**src/pei_cfg.svh**
```systemverilog
// Purpose: constants of the power event interrupt view (offsets, field positions, reset values)
// Assumes: included by bare name; holds definitions only
// Notes:   printed offsets are word indexes; byte address is four times the index
`ifndef PEI_CFG_SVH
`define PEI_CFG_SVH

// ----------------------------------------------------------------
// register indexes as printed, and the address width
// ----------------------------------------------------------------
`define PEI_ADDR_W           12
`define PEI_IDX_FLAG_SET     10'h0a1
`define PEI_IDX_FLAG_CLEAR   10'h0a2
`define PEI_IDX_ENABLE_VIEW  10'h0a3
`define PEI_IDX_PENDING      10'h0a4
`define PEI_IDX_MASK_SET     10'h0a5
`define PEI_IDX_MASK_CLEAR   10'h0a6

// ----------------------------------------------------------------
// field positions
// ----------------------------------------------------------------
`define PEI_BIT_PIN0         0
`define PEI_BIT_IO_SUPPLY    4
`define PEI_BIT_PIN_COMMON   8
`define PEI_BIT_ADC0         9
`define PEI_BIT_ADC7         16
`define PEI_BIT_FE_THERMAL   17
`define PEI_BIT_PMU_THERMAL  18
`define PEI_BIT_BATT_LOW     19
`define PEI_BIT_STANDBY_PREV 20
`define PEI_BIT_LOW_POWER    21
`define PEI_BIT_BUS_POWER    23
`define PEI_BIT_TX_SUPPLY    25
`define PEI_BIT_OVERCURRENT  26
`define PEI_BIT_TX_REG_OC    28
`define PEI_BIT_SUSPEND_PREV 29
`define PEI_BIT_SUSPEND      30

// ----------------------------------------------------------------
// masks and reset values
// ----------------------------------------------------------------
`define PEI_VALID_MASK       32'h76bfff1f
`define PEI_BOTH_EDGE_MASK   32'h02060000
`define PEI_ENABLE_RESET     32'h00000000
`define PEI_PENDING_RESET    32'h00000000

`endif

```
**src/pei_pkg.sv**
```systemverilog
// Purpose: types of the power event interrupt view
// Assumes: nothing beyond the cfg header
// Notes:   register select enum used by the apb decode
package pei_pkg;

  // ----------------------------------------------------------------
  // decoded register select
  // ----------------------------------------------------------------
  typedef enum logic [2:0] {
    pei_sel_none       = 3'b000,
    pei_sel_flag_set   = 3'b001,
    pei_sel_flag_clear = 3'b010,
    pei_sel_enable     = 3'b011,
    pei_sel_pending    = 3'b100,
    pei_sel_mask_set   = 3'b101,
    pei_sel_mask_clear = 3'b110
  } pei_sel_t;

endpackage : pei_pkg

```
**src/pei_power_event_irq.sv**
```systemverilog
// Purpose: pending flags and enable mask of the power, clock and reset unit events, over apb
// Assumes: event inputs are asynchronous levels; apb master on clk_sys
// Notes:   enable and pending registers are read only; separate ports set and clear them
//
// What this block does
// - enable view at 0xA3, read only, resets zero
// - pending flags at 0xA4, read only, reset zero
// - bit 8 is OR of pin events 0-3
// - adc channels 0-7 land on bits 9-16
// - bit 18 pmu thermal warning, both edges
// - bit 17 front end thermal, both edges
// - bit 20 carries standby prevention event
// - reserved flag bits read zero, ignore writes
// - power events share positions in both registers
// - writing one at 0xA1 sets flag
// - writing one at 0xA2 clears flag
// - writing one at 0xA5 sets enable bit
// - writing one at 0xA6 clears enable bit
`timescale 1ns/10ps
`include "pei_cfg.svh"

module pei_power_event_irq
  import pei_pkg::*;
(
  input  wire logic                    clk_sys,
  input  wire logic                    rst_n,
  // apb slave
  input  wire logic                    psel,
  input  wire logic                    penable,
  input  wire logic                    pwrite,
  input  wire logic [`PEI_ADDR_W-1:0]  paddr,
  input  wire logic [31:0]             pwdata,
  output logic      [31:0]             prdata,
  output logic                         pready,
  output logic                         pslverr,
  // event sources, asynchronous levels
  input  wire logic [3:0]              pin_event_in,
  input  wire logic [7:0]              general_adc_event_in,
  input  wire logic                    front_end_thermal_warning_in,
  input  wire logic                    pmu_thermal_warning_in,
  input  wire logic                    battery_monitor_two_low_in,
  input  wire logic                    standby_prevent_in,
  input  wire logic                    low_power_detect_in,
  input  wire logic                    bus_power_present_in,
  input  wire logic                    transmitter_supply_good_in,
  input  wire logic                    overcurrent_in,
  input  wire logic                    transmitter_regulator_overcurrent_in,
  input  wire logic                    suspend_prevent_in,
  input  wire logic                    suspend_in,
  input  wire logic                    io_supply_good_in,
  // interrupt request, level
  output logic                         irq
);

  // ----------------------------------------------------------------
  // declarations
  // ----------------------------------------------------------------
  logic [31:0] raw_w;
  logic [31:0] sync1_r;
  logic [31:0] sync2_r;
  logic [31:0] prev_r;
  logic [31:0] edge_w;
  logic [31:0] evt_w;
  logic [31:0] flag_r;
  logic [31:0] flag_nxt;
  logic [31:0] en_r;
  logic [31:0] en_nxt;
  logic [31:0] wdata_valid_w;
  logic [31:0] clr_only_w;
  logic [31:0] rdata_w;
  logic [31:0] prdata_r;
  logic        pready_r;
  logic        pslverr_r;
  logic        irq_r;
  logic        any_w;
  logic        setup_w;
  logic        wr_w;
  pei_sel_t    sel_w;

  // ----------------------------------------------------------------
  // event sources into one vector, laid out as the flag register
  // ----------------------------------------------------------------
  // bit 8 stays zero here; it is built from the pin edges below
  always_comb begin
    raw_w                                       = 32'h00000000;
    raw_w[`PEI_BIT_PIN0+3:`PEI_BIT_PIN0]        = pin_event_in;
    raw_w[`PEI_BIT_IO_SUPPLY]                   = io_supply_good_in;
    raw_w[`PEI_BIT_ADC7:`PEI_BIT_ADC0]          = general_adc_event_in;
    raw_w[`PEI_BIT_FE_THERMAL]                  = front_end_thermal_warning_in;
    raw_w[`PEI_BIT_PMU_THERMAL]                 = pmu_thermal_warning_in;
    raw_w[`PEI_BIT_BATT_LOW]                    = battery_monitor_two_low_in;
    raw_w[`PEI_BIT_STANDBY_PREV]                = standby_prevent_in;
    raw_w[`PEI_BIT_LOW_POWER]                   = low_power_detect_in;
    raw_w[`PEI_BIT_BUS_POWER]                   = bus_power_present_in;
    raw_w[`PEI_BIT_TX_SUPPLY]                   = transmitter_supply_good_in;
    raw_w[`PEI_BIT_OVERCURRENT]                 = overcurrent_in;
    raw_w[`PEI_BIT_TX_REG_OC]                   = transmitter_regulator_overcurrent_in;
    raw_w[`PEI_BIT_SUSPEND_PREV]                = suspend_prevent_in;
    raw_w[`PEI_BIT_SUSPEND]                     = suspend_in;
  end

  // ----------------------------------------------------------------
  // two-flop synchroniser and edge history
  // ----------------------------------------------------------------
  // sync1_r feeds only sync2_r; edges are taken between sync2_r and prev_r
  always_ff @(posedge clk_sys) begin
    if (!rst_n) begin
      sync1_r <= 32'h00000000;
      sync2_r <= 32'h00000000;
      prev_r  <= 32'h00000000;
    end else begin
      sync1_r <= raw_w;
      sync2_r <= sync1_r;
      prev_r  <= sync2_r;
    end
  end

  // rising edges everywhere; thermal bits and the transmitter supply-good bit fire on either edge
  assign edge_w = (sync2_r & ~prev_r) | ((sync2_r ^ prev_r) & `PEI_BOTH_EDGE_MASK);
  // common pin bit is the OR of the four pin edges; reserved bits never fire
  assign evt_w  = (edge_w | {23'h000000, |edge_w[3:0], 8'h00}) & `PEI_VALID_MASK;

  // ----------------------------------------------------------------
  // apb decode
  // ----------------------------------------------------------------
  // word index compare; the two low address bits are ignored
  always_comb begin
    unique case (paddr[`PEI_ADDR_W-1:2])
      `PEI_IDX_FLAG_SET:    sel_w = pei_sel_flag_set;
      `PEI_IDX_FLAG_CLEAR:  sel_w = pei_sel_flag_clear;
      `PEI_IDX_ENABLE_VIEW: sel_w = pei_sel_enable;
      `PEI_IDX_PENDING:     sel_w = pei_sel_pending;
      `PEI_IDX_MASK_SET:    sel_w = pei_sel_mask_set;
      `PEI_IDX_MASK_CLEAR:  sel_w = pei_sel_mask_clear;
      default:              sel_w = pei_sel_none;
    endcase
  end

  // read mux; write-only ports read as zero
  always_comb begin
    unique case (sel_w)
      pei_sel_enable:  rdata_w = en_r;
      pei_sel_pending: rdata_w = flag_r;
      default:         rdata_w = 32'h00000000;
    endcase
  end

  assign setup_w       = psel & ~penable;
  // a write lands only at the edge that completes the access phase
  assign wr_w          = psel & penable & pwrite & pready_r & ~pslverr_r;
  assign wdata_valid_w = pwdata & `PEI_VALID_MASK;
  assign clr_only_w    = wdata_valid_w & ~evt_w;

  // ----------------------------------------------------------------
  // apb answer: one wait-free access phase, all outputs registered
  // ----------------------------------------------------------------
  // the read value is captured in setup, so it may be one cycle older than the flags
  always_ff @(posedge clk_sys) begin
    if (!rst_n) begin
      pready_r  <= 1'b0;
      pslverr_r <= 1'b0;
      prdata_r  <= 32'h00000000;
    end else if (setup_w) begin
      pready_r  <= 1'b1;
      pslverr_r <= (sel_w == pei_sel_none);
      prdata_r  <= pwrite ? 32'h00000000 : rdata_w;
    end else begin
      pready_r  <= 1'b0;
      pslverr_r <= 1'b0;
      prdata_r  <= 32'h00000000;
    end
  end

  // ----------------------------------------------------------------
  // pending flags
  // ----------------------------------------------------------------
  // an event arriving with a clear of the same bit wins, so nothing is lost
  always_comb begin
    flag_nxt = flag_r;
    if (wr_w && sel_w == pei_sel_flag_clear) begin
      flag_nxt = flag_nxt & ~pwdata;
    end
    if (wr_w && sel_w == pei_sel_flag_set) begin
      flag_nxt = flag_nxt | pwdata;
    end
    flag_nxt = (flag_nxt | evt_w) & `PEI_VALID_MASK;
  end

  always_ff @(posedge clk_sys) begin
    if (!rst_n) begin
      flag_r <= `PEI_PENDING_RESET;
    end else begin
      flag_r <= flag_nxt;
    end
  end

  // ----------------------------------------------------------------
  // enable mask, changed only through its set and clear ports
  // ----------------------------------------------------------------
  always_comb begin
    en_nxt = en_r;
    if (wr_w && sel_w == pei_sel_mask_set) begin
      en_nxt = en_nxt | pwdata;
    end
    if (wr_w && sel_w == pei_sel_mask_clear) begin
      en_nxt = en_nxt & ~pwdata;
    end
    en_nxt = en_nxt & `PEI_VALID_MASK;
  end

  always_ff @(posedge clk_sys) begin
    if (!rst_n) begin
      en_r <= `PEI_ENABLE_RESET;
    end else begin
      en_r <= en_nxt;
    end
  end

  // ----------------------------------------------------------------
  // interrupt request
  // ----------------------------------------------------------------
  // registered, so irq follows the flags and mask one cycle later
  assign any_w = |(flag_r & en_r);

  always_ff @(posedge clk_sys) begin
    if (!rst_n) begin
      irq_r <= 1'b0;
    end else begin
      irq_r <= any_w;
    end
  end

  // ----------------------------------------------------------------
  // outputs
  // ----------------------------------------------------------------
  assign prdata  = prdata_r;
  assign pready  = pready_r;
  assign pslverr = pslverr_r;
  assign irq     = irq_r;
endmodule : pei_power_event_irq

```
**config.mk**
```make
export PLATFORM = sky130hd
export DESIGN_NAME = pei_power_event_irq
export DESIGN_NICKNAME = d
export VERILOG_FILES = /design/src/pei_pkg.sv /design/src/pei_power_event_irq.sv
export VERILOG_INCLUDE_DIRS = /design/src
export SDC_FILE = /design/constraint.sdc
export NUM_CORES = 1
export LEC_CHECK = 0
export BUFFER_PORTS_ARGS = -buffer_cell sky130_fd_sc_hd__buf_4
export CAP_MARGIN = 20
export CORE_ASPECT_RATIO = 1.25
export CORE_MARGIN = 3
export CORE_UTILIZATION = 40
export CTS_BUF_LIST = sky130_fd_sc_hd__clkbuf_16
export CTS_CLUSTER_SIZE = 10
export DETAILED_ROUTE_END_ITERATION = 7
export PLACE_DENSITY = 0.63
export SLEW_MARGIN = 20
export SYNTH_ARGS = -nofsm -noshare
export SYNTH_HDL_FRONTEND = slang
export SYNTH_SLANG_ARGS = --single-unit
```
**constraint.sdc**
```tcl
create_clock -name clk_sys -period 3.8 [get_ports clk_sys]
set_clock_uncertainty 0.1 [all_clocks]
set_input_delay 0.38 -clock clk_sys [delete_from_list [all_inputs] [get_ports clk_sys]]
set_output_delay 0.38 -clock clk_sys [all_outputs]
set_load 0.02 [all_outputs]
```
==> run metrics <==
number of flops mapped to enable cells by yosys=0; Final setup violation count=0; core area=roughly 0.013 mm²; number of fill cells in the layout=around 1.2k; flip-flop cell with the highest count after synthesis=dfxtp_1; outcome=complete, no violations; total die area=between 0.01 and 0.015 mm²; worst skew pair latency=~0.4 ns; post-layout min period=2.24 ns; nature of the critical path endpoint=flop; DRC viols=0; sequential power share=0.477; number of synthesized register bits=150; cts repair resizes=0; maximum achievable frequency=0.447 GHz; antenna violations before repair=0; clock tree from TritonCTS=yes; post-DR vias/cell=between 4 and 5; Syn Area/Cell=between 10 and 15 µm²; Via Count=about 3.8k; worst vdd rail ir drop=236 µV; cell chosen for the clock root=clkbuf_16; Least-Margin Pin Slew=around 0.85 ns; most used routing layer=met2; worst max-slew margin expressed relative to the limit=0.432; global-route wire length before repair=about 18000 µm; total leakage power=2.70 nW; clock share of power=0.477; peak fanout along the critical path=25; worst hold-check slack=roughly 0.075 ns; wire length reported by the detailed router=11200 µm; Initial Utilization=0.415; die height=between 100 and 150 µm; overall power consumption=approximately 0.0034 W; net switching component of the power=between 0.0007 and 0.0008 W; gpl congestion=~0.81; pins over their slew limit=0; number of maximum-capacitance violations=0; total overflow reported by the global router=0; via count of the first global-routing pass=between 3k and 4k; clock-pin transition on the worst setup and hold timing paths=roughly 0.060 ns; Gate power share=0.047; met2 demand-to-capacity share in global routing=0.248; RSZ-0062 raised after global routing=no; pin count of the biggest net entering global routing=roughly 100; post-detailed-route count of antenna-violating nets=0; n_diodes=0; critical path's slowest cell=or4b_1; cell area after synthesis=about 0.0053 mm²; Critical Path AT=2.41 ns; warnings from Yosys=0; die boundary width=about 110 µm; power density normalized to cell area=roughly 520 mW/mm²; Num CTS Buffers=17; R2R setup slack=about 1.9 ns; Min-Delay Path Depth=2; Total Routing Usage GR=0.159; Pre-antenna DRT Iters=5; Post-layout nets=661; DPL Wire Length=between 7000 and 8000 µm; Syn-to-layout area delta=24.4%; post-synthesis instance total=~500; H-tree Lvls=4; classification of the worst-slack hold path=primary input to flop; number of buffers inserted by post-CTS setup repair=0; met1 usage=0.202; Async SR Flop Fraction=0; count of endpoints failing hold in the final timing report=0; I/O pin count=108; ordered list of cells on the worst path=buf_4 -> or4b_1 -> or4_4 -> nor2_8 -> a211oi_1; reg2reg path depth=4; Unique masters post-synth=47; number of buffers inserted by hold repair at cts=0; buffers from clock root to sink, at most=2; Critical Path Start Type=primary input; Max stage delay on crit path=~0.73 ns; final worst-path cycle share=0.589; register area share after synthesis=0.561; Critical Path RT=3.97 ns; Post-Route Setup TNS=0 ns; switching fraction of total power=0.208; Internal=between 0.002 and 0.003 W; Critical Setup Path Class=primary input to flop; buffers added on ports=about 90; TritonCTS Sinks=150; Std-Cell Rows=46; Iter 0 DRT Violations=just under 200; Wirelength per Cell=about 15 µm; M3 GR Usage=0.0424; fraction of final layout cells sized beyond drive strength 1=0.250
path summary, 6_finish.rpt:
| kind | end | startpoint |
|---|---|---|
| worst max register to register | flop | pslverr$_SDFF_PN0_ |
| worst max-delay path | flop | paddr[8] |
| worst min-delay path | flop | pwdata[21] |
| worst min register to register | sync2_r[12]$_SDFF_PN0_ | sync1_r[12]$_SDFF_PN0_ |
cell families after synthesis:
group	after synthesis	share of synthesized area
and+or+nand+nor	157	0.178
AOI/OAI and AO/OA	140	0.198
other	1	0.000701
DFF	150	0.561
xor gates and xnor gates	3	0.00491
buffers and inverters	51	0.0566
metal layers:
| metal | share of wire | up-vias |
|---|---|---|
| met5 | 0 | - |
| met4 | 0.014 | 0 |
| met3 | 0.062 | 11 |
| met2 | 0.47 | 134 |
| met1 | 0.45 | 1765 |
| li1 | - | 1920 |
placed cells by master, fill, tap and decap left out, drive strengths merged, types with 4 or more instances in the layout:
master / synthesis / layout
buf: 21 / 97
dfxtp: 150 / 150
and3: 8 / 8
a221o: 11 / 11
nand2: 18 / 18
a22oi: 32 / 32
nor4: 4 / 4
inv: 14 / 17
and2: 72 / 72
a211oi: 25 / 25
o31a: 8 / 8
a211o: 6 / 6
clkinv: 1 / 5
conb: 1 / 7
nor2: 29 / 29
nor2b: 9 / 9
a21boi: 7 / 7
clkinvlp: 0 / 5
clkbuf: 15 / 17
a21oi: 42 / 42
final cells by class:
type / count / area, µm² / area share
Inverter: 15 / 56.3 / 0.00846
Clock buffer: 17 / 425 / 0.0639
Multi-Input combinational cell: 307 / 2070 / 0.311
Timing Repair Buffer: 97 / 728 / 0.109
Clock inverter: 15 / 164 / 0.0246
Tap cell: 168 / 210 / 0.0316
Sequential cell: 150 / 3000 / 0.451
synthesized netlist by cell type, types with 2 or more instances:
cell type,count,area share
a211oi_1,14,0.020
nor2b_1,9,0.011
xor2_1,3,0.0049
a211o_1,6,0.0098
a211oi_2,11,0.026
a221o_1,11,0.021
buf_2,4,0.0037
buf_6,7,0.015
nor4_4,3,0.012
a22o_1,3,0.0049
nor2_1,28,0.020
nand3b_1,2,0.0028
a21boi_0,5,0.0070
dfxtp_1,150,0.56
inv_1,14,0.0098
and2_1,72,0.084
nand2_1,18,0.013
buf_4,9,0.013
nand3_1,2,0.0019
or4b_1,2,0.0037
or2_2,2,0.0023
a221oi_1,2,0.0033
a22oi_1,32,0.045
o31a_1,7,0.011
clkbuf_8,2,0.0051
and3_1,8,0.0094
nand4b_1,3,0.0049
clkbuf_1,13,0.0091
a21oi_1,42,0.039
critical path: cells and delay by family:
| family | cells | cell delay [ns] |
|---|---|---|
| AND/OR/NAND/NOR | 3 | 1.75 |
| AO/OA/AOI/OAI | 1 | 0.15 |
| buffers and inverters | 1 | 0.11 |
power groups by stage:
stage / logic, W / registers (W) / clock network, W
global route: 0.000177 / 0.00165 / 0.00175
detailed placement: 0.000161 / 0.00168 / 0
CTS: 0.000161 / 0.00164 / 0.00168
floorplan: 0.0000893 / 0.00167 / 0
finish: 0.000160 / 0.00164 / 0.00164
global placement: 0.000156 / 0.00167 / 0
through the flow:
stage | utilization | area, µm² | instances | setup WS (ns)
final | 0.516 | 6650 | 769 | 1.56
after global routing | 0.516 | 6650 | 769 | 1.51
after CTS | 0.516 | 6650 | 769 | 1.58
after detailed placement | 0.470 | 6060 | 737 | 1.14
after global placement | 0.470 | 6060 | 737 | 1.17
after floorplan | - | 5370 | 508 | 1.59
Note: power is estimated with default switching activity, not from simulation.
